[config.mk]
export PLATFORM = sky130hd
export DESIGN_NAME = srl_top
export DESIGN_NICKNAME = d
export VERILOG_FILES = /design/src/verilog/srl_pkg.sv /design/src/verilog/srl_prescaler.sv /design/src/verilog/srl_core.sv /design/src/verilog/srl_top.sv
export SDC_FILE = /design/constraint.sdc
export NUM_CORES = 1
export LEC_CHECK = 0
export ABC_AREA = 1
export BUFFER_PORTS_ARGS = -buffer_cell sky130_fd_sc_hd__buf_2
export CORE_MARGIN = 2
export CORE_UTILIZATION = 50
export CTS_BUF_LIST = sky130_fd_sc_hd__clkbuf_2
export DETAILED_ROUTE_END_ITERATION = 8
export GPL_ROUTABILITY_DRIVEN = 0
export PLACE_DENSITY = 0.8
export SYNTH_ARGS = -nofsm -noshare
export SYNTH_HDL_FRONTEND = slang
export SYNTH_SLANG_ARGS = --single-unit
[constraint.sdc]
create_clock -name ref_clk -period 4.6 [get_ports ref_clk]
set_input_delay 0.69 -clock ref_clk [delete_from_list [all_inputs] [get_ports ref_clk]]
set_output_delay 0.69 -clock ref_clk [all_outputs]
set_load 0.01 [all_outputs]
[src/verilog/srl_pkg.sv]
// Package for the set/reset latch unit: register map, field positions and reset values.
// Assumes a single 200 MHz clock and an AXI4-Lite register slave in the top module.
// Notes on behaviour
// The latch operates only while control bit 7 is one.
// Control bits 6-4 pick a clock divide from 1/4 up to 1/512.
// Control bit 3 drives the true output onto its pin.
// Control bit 2 drives the inverted output onto its pin.
// Software writes zero to control bits 1 and 0.
// A zero source-select bit makes its source have no effect.
// Source-select bit 6 sets the latch on each divided-clock tick.
// Source-select bit 2 resets the latch on each divided-clock tick.
// Source-select bits 5 and 4 let comparators two and one set the latch.
// Source-select bits 1 and 0 let comparators two and one reset the latch.
// Source-select bit 7 sets the latch while the external input is high.
// Source-select bit 3 resets the latch while the external input is high.
// Software never enables source-select bits 3 and 7 together.
// Simultaneous set and reset leave the latch reset.
// Software can set or reset the latch by command.
// Software makes the output pins outputs itself; here the latch enables each pin from control bit 3 or 2 while bit 7 is one.
// Inverted output is the complement of true output; latch holds otherwise.
// Clock pulses last one cycle, once per divided period, from a prescaler.
`default_nettype none
package srl_pkg;
    localparam logic [3:0] ADDR_CONTROL = 4'h0;
    localparam logic [3:0] ADDR_SOURCE = 4'h4;
    localparam logic [3:0] ADDR_COMMAND = 4'h8;
    localparam logic [3:0] ADDR_STATUS = 4'hC;
    localparam logic [7:0] CONTROL_RESET = 8'h00;
    localparam logic [7:0] SOURCE_RESET = 8'h00;
    localparam int CTL_ENABLE = 7;
    localparam int CTL_DIV_LSB = 4;
    localparam int CTL_TRUE_OUT = 3;
    localparam int CTL_INV_OUT = 2;
    localparam int SRC_EXT_SET = 7;
    localparam int SRC_CLK_SET = 6;
    localparam int SRC_CMP2_SET = 5;
    localparam int SRC_CMP1_SET = 4;
    localparam int SRC_EXT_RST = 3;
    localparam int SRC_CLK_RST = 2;
    localparam int SRC_CMP2_RST = 1;
    localparam int SRC_CMP1_RST = 0;
    localparam int CMD_SET = 0;
    localparam int CMD_RESET = 1;
    localparam int PRESCALE_W = 9;
    localparam int DIV_MIN_LOG2 = 2;
    localparam logic [1:0] RESP_OKAY = 2'h0;
    localparam logic [1:0] RESP_SLVERR = 2'h2;
    typedef enum logic [1:0] {
        WR_IDLE = 2'b01,
        WR_RESP = 2'b10
    } srl_wr_state_t;
endpackage
`default_nettype wire

[src/verilog/srl_prescaler.sv]
// Free-running prescaler producing one-cycle ticks at the selected divide.
// Assumes the reset and clock of the latch unit.
`default_nettype none
module srl_prescaler (
    input wire logic ref_clk, // System clock.
    input wire logic rst, // Asynchronous reset, active high.
    input wire logic [2:0] div_sel, // Divide code, 1/4 doubling to 1/512.
    output logic tick // One-cycle pulse per divided period.
);
    logic [srl_pkg::PRESCALE_W-1:0] count_q;
    logic [srl_pkg::PRESCALE_W-1:0] mask;

    // Low bits all ones marks the last cycle of a period of 2^(code+2).
    assign mask = srl_pkg::PRESCALE_W'((1 << (div_sel + srl_pkg::DIV_MIN_LOG2)) - 1);

    always_ff @(posedge ref_clk or posedge rst) begin
        if (rst) begin
            count_q <= '0;
        end else begin
            count_q <= count_q + 1'b1;
        end
    end

    always_ff @(posedge ref_clk or posedge rst) begin
        if (rst) begin
            tick <= 1'b0;
        end else begin
            tick <= ((count_q & mask) == mask);
        end
    end
endmodule
`default_nettype wire

[src/verilog/srl_core.sv]
// Latch state element with reset priority.
// Assumes set and reset requests are synchronous one-cycle or level terms.
`default_nettype none
module srl_core (
    input wire logic ref_clk, // System clock.
    input wire logic rst, // Asynchronous reset, active high.
    input wire logic set_req, // Combined set request.
    input wire logic rst_req, // Combined reset request.
    output logic state // Latch state.
);
    always_ff @(posedge ref_clk or posedge rst) begin
        if (rst) begin
            state <= 1'b0;
        end else if (rst_req) begin
            state <= 1'b0;
        end else if (set_req) begin
            state <= 1'b1;
        end
    end
endmodule
`default_nettype wire

[src/verilog/srl_top.sv]
// Set/reset latch unit with AXI4-Lite register slave.
// Assumes comparator and external inputs are synchronous to ref_clk.
//
// The AXI4-Lite slave port and the register offsets were left to the implementer.
`default_nettype none
module srl_top (
    input wire logic ref_clk, // System clock, 200 MHz.
    input wire logic rst, // Asynchronous reset, active high.
    input wire logic [3:0] s_axi_awaddr, // Write address.
    input wire logic s_axi_awvalid, // Write address valid.
    output logic s_axi_awready, // Write address ready.
    input wire logic [31:0] s_axi_wdata, // Write data.
    input wire logic [3:0] s_axi_wstrb, // Write strobes.
    input wire logic s_axi_wvalid, // Write data valid.
    output logic s_axi_wready, // Write data ready.
    output logic [1:0] s_axi_bresp, // Write response.
    output logic s_axi_bvalid, // Write response valid.
    input wire logic s_axi_bready, // Write response ready.
    input wire logic [3:0] s_axi_araddr, // Read address.
    input wire logic s_axi_arvalid, // Read address valid.
    output logic s_axi_arready, // Read address ready.
    output logic [31:0] s_axi_rdata, // Read data.
    output logic [1:0] s_axi_rresp, // Read response.
    output logic s_axi_rvalid, // Read data valid.
    input wire logic s_axi_rready, // Read data ready.
    input wire logic first_comparator, // First comparator output.
    input wire logic second_comparator, // Second comparator output.
    input wire logic latch_external_input, // External latch input pin.
    output logic latch_true_out_pin, // True output pin value.
    output logic latch_true_out_pin_oe, // True output pin claimed by latch.
    output logic latch_inverted_out_pin, // Inverted output pin value.
    output logic latch_inverted_out_pin_oe // Inverted output pin claimed by latch.
);
    // ***********************************
    // Register bus
    // ***********************************
    logic [7:0] control_q;
    logic [7:0] source_q;
    logic [3:0] aw_addr_q;
    logic aw_have_q;
    logic [31:0] w_data_q;
    logic [3:0] w_strb_q;
    logic w_have_q;
    srl_pkg::srl_wr_state_t wr_state_q;
    logic do_write;
    logic cmd_set_q;
    logic cmd_rst_q;
    logic latch_state;

    function automatic logic mapped(input logic [3:0] a);
        mapped = (a == srl_pkg::ADDR_CONTROL) || (a == srl_pkg::ADDR_SOURCE) ||
                 (a == srl_pkg::ADDR_COMMAND) || (a == srl_pkg::ADDR_STATUS);
    endfunction

    assign do_write = (wr_state_q == srl_pkg::WR_IDLE) && aw_have_q && w_have_q;

    // Address and data are captured independently, in either order.
    always_ff @(posedge ref_clk or posedge rst) begin
        if (rst) begin
            aw_have_q <= 1'b0;
            aw_addr_q <= 4'h0;
            s_axi_awready <= 1'b1;
        end else if (s_axi_awvalid && s_axi_awready) begin
            aw_have_q <= 1'b1;
            aw_addr_q <= s_axi_awaddr;
            s_axi_awready <= 1'b0;
        end else if (do_write) begin
            aw_have_q <= 1'b0;
        end else if (wr_state_q == srl_pkg::WR_RESP && s_axi_bready) begin
            s_axi_awready <= 1'b1;
        end
    end

    always_ff @(posedge ref_clk or posedge rst) begin
        if (rst) begin
            w_have_q <= 1'b0;
            w_data_q <= 32'h0000_0000;
            w_strb_q <= 4'h0;
            s_axi_wready <= 1'b1;
        end else if (s_axi_wvalid && s_axi_wready) begin
            w_have_q <= 1'b1;
            w_data_q <= s_axi_wdata;
            w_strb_q <= s_axi_wstrb;
            s_axi_wready <= 1'b0;
        end else if (do_write) begin
            w_have_q <= 1'b0;
        end else if (wr_state_q == srl_pkg::WR_RESP && s_axi_bready) begin
            s_axi_wready <= 1'b1;
        end
    end

    always_ff @(posedge ref_clk or posedge rst) begin
        if (rst) begin
            wr_state_q <= srl_pkg::WR_IDLE;
            s_axi_bvalid <= 1'b0;
            s_axi_bresp <= srl_pkg::RESP_OKAY;
        end else begin
            case (wr_state_q)
                srl_pkg::WR_IDLE: begin
                    if (do_write) begin
                        wr_state_q <= srl_pkg::WR_RESP;
                        s_axi_bvalid <= 1'b1;
                        s_axi_bresp <= mapped(aw_addr_q) ? srl_pkg::RESP_OKAY : srl_pkg::RESP_SLVERR;
                    end
                end
                srl_pkg::WR_RESP: begin
                    if (s_axi_bready) begin
                        wr_state_q <= srl_pkg::WR_IDLE;
                        s_axi_bvalid <= 1'b0;
                    end
                end
                default: begin
                    wr_state_q <= srl_pkg::WR_IDLE;
                    s_axi_bvalid <= 1'b0;
                end
            endcase
        end
    end

    // Low byte lane only carries register bits; bits 1-0 of control are kept as written.
    always_ff @(posedge ref_clk or posedge rst) begin
        if (rst) begin
            control_q <= srl_pkg::CONTROL_RESET;
            source_q <= srl_pkg::SOURCE_RESET;
        end else if (do_write && w_strb_q[0]) begin
            if (aw_addr_q == srl_pkg::ADDR_CONTROL) begin
                control_q <= w_data_q[7:0];
            end
            if (aw_addr_q == srl_pkg::ADDR_SOURCE) begin
                source_q <= w_data_q[7:0];
            end
        end
    end

    // Commands are one-cycle pulses from a write to the command register.
    always_ff @(posedge ref_clk or posedge rst) begin
        if (rst) begin
            cmd_set_q <= 1'b0;
            cmd_rst_q <= 1'b0;
        end else begin
            cmd_set_q <= do_write && w_strb_q[0] && (aw_addr_q == srl_pkg::ADDR_COMMAND) &&
                         w_data_q[srl_pkg::CMD_SET];
            cmd_rst_q <= do_write && w_strb_q[0] && (aw_addr_q == srl_pkg::ADDR_COMMAND) &&
                         w_data_q[srl_pkg::CMD_RESET];
        end
    end

    // One read at a time; data answer one cycle after the address is taken.
    always_ff @(posedge ref_clk or posedge rst) begin
        if (rst) begin
            s_axi_arready <= 1'b1;
            s_axi_rvalid <= 1'b0;
            s_axi_rdata <= 32'h0000_0000;
            s_axi_rresp <= srl_pkg::RESP_OKAY;
        end else if (s_axi_arvalid && s_axi_arready) begin
            s_axi_arready <= 1'b0;
            s_axi_rvalid <= 1'b1;
            s_axi_rresp <= mapped(s_axi_araddr) ? srl_pkg::RESP_OKAY : srl_pkg::RESP_SLVERR;
            case (s_axi_araddr)
                srl_pkg::ADDR_CONTROL: s_axi_rdata <= {24'h000000, control_q};
                srl_pkg::ADDR_SOURCE: s_axi_rdata <= {24'h000000, source_q};
                srl_pkg::ADDR_STATUS: s_axi_rdata <= {31'h00000000, latch_state};
                default: s_axi_rdata <= 32'h0000_0000;
            endcase
        end else if (s_axi_rvalid && s_axi_rready) begin
            s_axi_rvalid <= 1'b0;
            s_axi_arready <= 1'b1;
        end
    end

    // ***********************************
    // Latch
    // ***********************************
    logic tick;
    logic active;
    logic set_req;
    logic rst_req;

    assign active = control_q[srl_pkg::CTL_ENABLE];

    srl_prescaler u_prescaler (
        .ref_clk(ref_clk),
        .rst(rst),
        .div_sel(control_q[srl_pkg::CTL_DIV_LSB +: 3]),
        .tick(tick)
    );

    // Each source counts only when its select bit is one. R6
    assign set_req = active && (cmd_set_q ||
        (source_q[srl_pkg::SRC_CLK_SET] && tick) ||
        (source_q[srl_pkg::SRC_CMP2_SET] && second_comparator) ||
        (source_q[srl_pkg::SRC_CMP1_SET] && first_comparator) ||
        (source_q[srl_pkg::SRC_EXT_SET] && latch_external_input));
    assign rst_req = active && (cmd_rst_q ||
        (source_q[srl_pkg::SRC_CLK_RST] && tick) ||
        (source_q[srl_pkg::SRC_CMP2_RST] && second_comparator) ||
        (source_q[srl_pkg::SRC_CMP1_RST] && first_comparator) ||
        (source_q[srl_pkg::SRC_EXT_RST] && latch_external_input));

    srl_core u_core (
        .ref_clk(ref_clk),
        .rst(rst),
        .set_req(set_req),
        .rst_req(rst_req),
        .state(latch_state)
    );

    // ***********************************
    // Output pins
    // ***********************************
    // Pin values lag the latch state by one cycle so each output is a flip-flop.
    always_ff @(posedge ref_clk or posedge rst) begin
        if (rst) begin
            latch_true_out_pin <= 1'b0;
            latch_inverted_out_pin <= 1'b1;
            latch_true_out_pin_oe <= 1'b0;
            latch_inverted_out_pin_oe <= 1'b0;
        end else begin
            latch_true_out_pin <= latch_state;
            latch_inverted_out_pin <= ~latch_state;
            latch_true_out_pin_oe <= active && control_q[srl_pkg::CTL_TRUE_OUT];
            latch_inverted_out_pin_oe <= active && control_q[srl_pkg::CTL_INV_OUT];
        end
    end
endmodule
`default_nettype wire

==> run_results.csv <==
group,metric,value,unit
synth,yosys.area.top_type,"dfrtp_1",
layout,fill_cells,546,
cts,cts_tree,"yes",
synth,synth_xor_area_share,2.05,%
global_route,grt_pass1_wl,8580,um
cts,cts.sinks,64,
critical_path,critPathLaunchType,"register",
critical_path,worst-path-buf-inv,1,
global_route,antenna_found_initial,0,
synth,yosys.area_share.simple,19.4,%
critical_path,path_max_fanout,3,
global_route,grt_max_degree,65,
synth,synth_top_area_share,49.5,%
global_route,track_usage,17.1,%
synth,synth_mux_area_share,0,%
detailed_routing,drc,0,
synth,synth_compound_area_share,10.4,%
flow_run,cap_violations,0,
status,status,"completed",
worst_hold_path,hold_class,"primary input to register",
detailed_routing,drt_iter0_drc,133,
power_and_ir_drop,ir_drop,0.260,mV
detailed_routing,antenna_left,0,
synth,synth-main-ff-cell,"dfrtp_1",
detailed_routing,dr.pass1.iters,4,
synth,ys_ff_latch,64,
synth,ys_warn_count,0,
critical_path,end_kind,"output port",
timing,clock.fmax,540,MHz
layout,stdcell_count,462,
cts,clkTransAtPathRegs,160,ps
timing,tightest_slew,767,ps
layout,syn_to_final_growth,8.97,%
critical_path,path_delay_family,"flip-flops",
layout,drive_gt1_share,23.5,%
synth,syn_area_per_cell,9.02,um^2
die,fp-row-count,28,
timing,slew_headroom,48.9,%
cts,clk_latency,480,ps
critical_path,cp.arrival,1160,ps
timing,post-route-period-util,40.3,%
detailed_routing,finalWirelength,5010,um
detailed_routing,via_per_inst,4.57,
layout,fin_nets,438,
synth,ys_top_cells_by_area,"dfrtp_1 49%, nand2_1 11%, buf_4 6.5%",
cts,cts_buffers,9,
global_route,grt_pass1_vias,2000,
detailed_routing,wire_per_inst,10.8,um
place,placed_cell_area,3180,um^2
synth,syn-cell-area,2990,um^2
power_and_ir_drop,powerDensity,470,nW/um^2
cts,postCtsHoldBufs,0,
critical_path,crit_chain,"buf_2",
layout,fin_area,3250,um^2
die,ios,99,
critical_path,cp_slowest_stage_delay,570,ps
die,dieWidth,81.3,um
synth,synth_top_family_by_area,"simple AND/OR/NAND/NOR gates",
cts,htreeDepth,3,
timing,setup_viol,0,
timing,min_period,1850,ps
timing,fin_worst_skew,23.0,ps
place,hpwl,3650,um
place,dp_cells,446,
critical_path,criticalPathCategory,"register to output port",
critical_path,worstPathRequired,3910,ps
die,fp.coreArea,5850,um^2
place,portBuffers,45,
synth,yosysSeqAreaShare,53.9,%
die,die_area,6600,um^2
timing,final_hold_viol_count,0,
die,initial_utilization,51.0,%
synth,synth_cells,331,
die,die_h,81.3,um
timing,rsz0062_at_grt,"false",
synth,synth_async_sr_flop_share,100,%
cts,cts.repair.resized,0,
timing,fin_setup_tns,0,ps
cts,cts_setup_buffers,0,
layout,antenna_cells,0,
timing,drv_slew,0,
critical_path,crit_slowest_cell,"dfstp_2",
cts,clk_path_buf_depth,2,
cts,cts.root.buffer_cell,"clkbuf_2",
synth,synth_edf_count,0,
detailed_routing,via_count,2111,
power_and_ir_drop,p_leak,1.73,nW
global_route,grt-ovfl-total,0,
synth,ys_types,26,
synth,synthAdderAreaFrac,0.838,%
## final timing paths
path	start	to	slack, ps	depth (start not counted)
worst max-delay path	s_axi_awready	s_axi_awready	2750	1
worst min-delay path	s_axi_awaddr[0]	aw_addr_q[0]	390	3
worst max register to register	wr_state_q[0]	control_q[2]	3140	5
worst min register to register	u_core.state	latch_true_out_pin	400	0
max in group asynchronous	rst	s_axi_rdata[2]	3690	3
min in group asynchronous	rst	source_q[3]	410	3
## metal layers
metal	track usage, %	share of wire [%]	wire [um]
met1	21.6	46	2320
met2	27.5	46	2320
met3	4.33	5.4	269
met4	8.14	2.0	102
met5	0	0	0
## through the flow
step                setup WS (ps)  total power, mW  util [%]  hold slack (ps)
global route                 2670             1.66      55.6              359
detailed placement           2570             1.29      54.3              367
global placement             2650             1.26      54.3              360
finish                       2750             1.53      55.6              392
floorplan                    2320             1.17         -              354
CTS                          2700             1.55      55.6              357
## placed cells by master (no fill, tap or decap)
master	instances
dfrtp_1	59
o21ai_2	16
dfstp_2	5
a21o_1	1
nand4_1	8
ha_1	2
o21ai_0	26
or2_4	1
nand2_2	6
clkbuf_2	13
inv_1	42
xor2_1	5
nand3_1	11
inv_2	1
clkinv_2	1
nand4_4	1
buf_4	1
clkinv_1	4
nand3b_1	1
nor2_4	1
buf_2	45
nor2_1	13
xnor2_1	2
nand2_1	90
a21boi_0	1
conb_1	26
a21oi_1	5
## report_power, final
part / switching [mW] / leakage (nW) / internal [mW] / total (mW)
sequential: 0.106 / 0.823 / 0.731 / 0.837
clock: 0.185 / 0.0610 / 0.0764 / 0.261
combinational: 0.269 / 0.850 / 0.161 / 0.430
## kinds of logic (layout without fill, tap and decap cells)
group,after synthesis,in the layout
other cells,1,26
compound gates,49,49
flops,64,64
xor+xnor,7,7
fa+ha+maj,2,2
buf+inv,76,107
simple gates,132,132
## final cells by class
cell class / count / area [um^2] / share of cell area, %
Clock buffer: 13 / 65.1 / 2.00
Clock inverter: 3 / 12.5 / 0.385
Inverter: 45 / 169 / 5.19
Multi-Input combinational cell: 216 / 1070 / 33.0
Sequential cell: 64 / 1610 / 49.4
Tap cell: 75 / 93.8 / 2.88
Timing Repair Buffer: 46 / 233 / 7.15
## synthesized netlist by cell type, drive strengths merged (2+ instances only)
cell,n
dfrtp,59
nand2,96
clkbuf,2
o21ai,42
a21oi,5
clkinv,2
xnor2,2
nand4,9
buf,29
inv,43
dfstp,5
nand3,11
ha,2
xor2,5
nor2,14
## state kept, by name, indices dropped and copies added, names as in the netlist, 4 cells and up
name                 flops
u_prescaler.count_q      9
aw_addr_q                4
s_axi_rdata              8
w_data_q                 8
control_q                8
source_q                 8
Power figures use the tool's default switching activity.
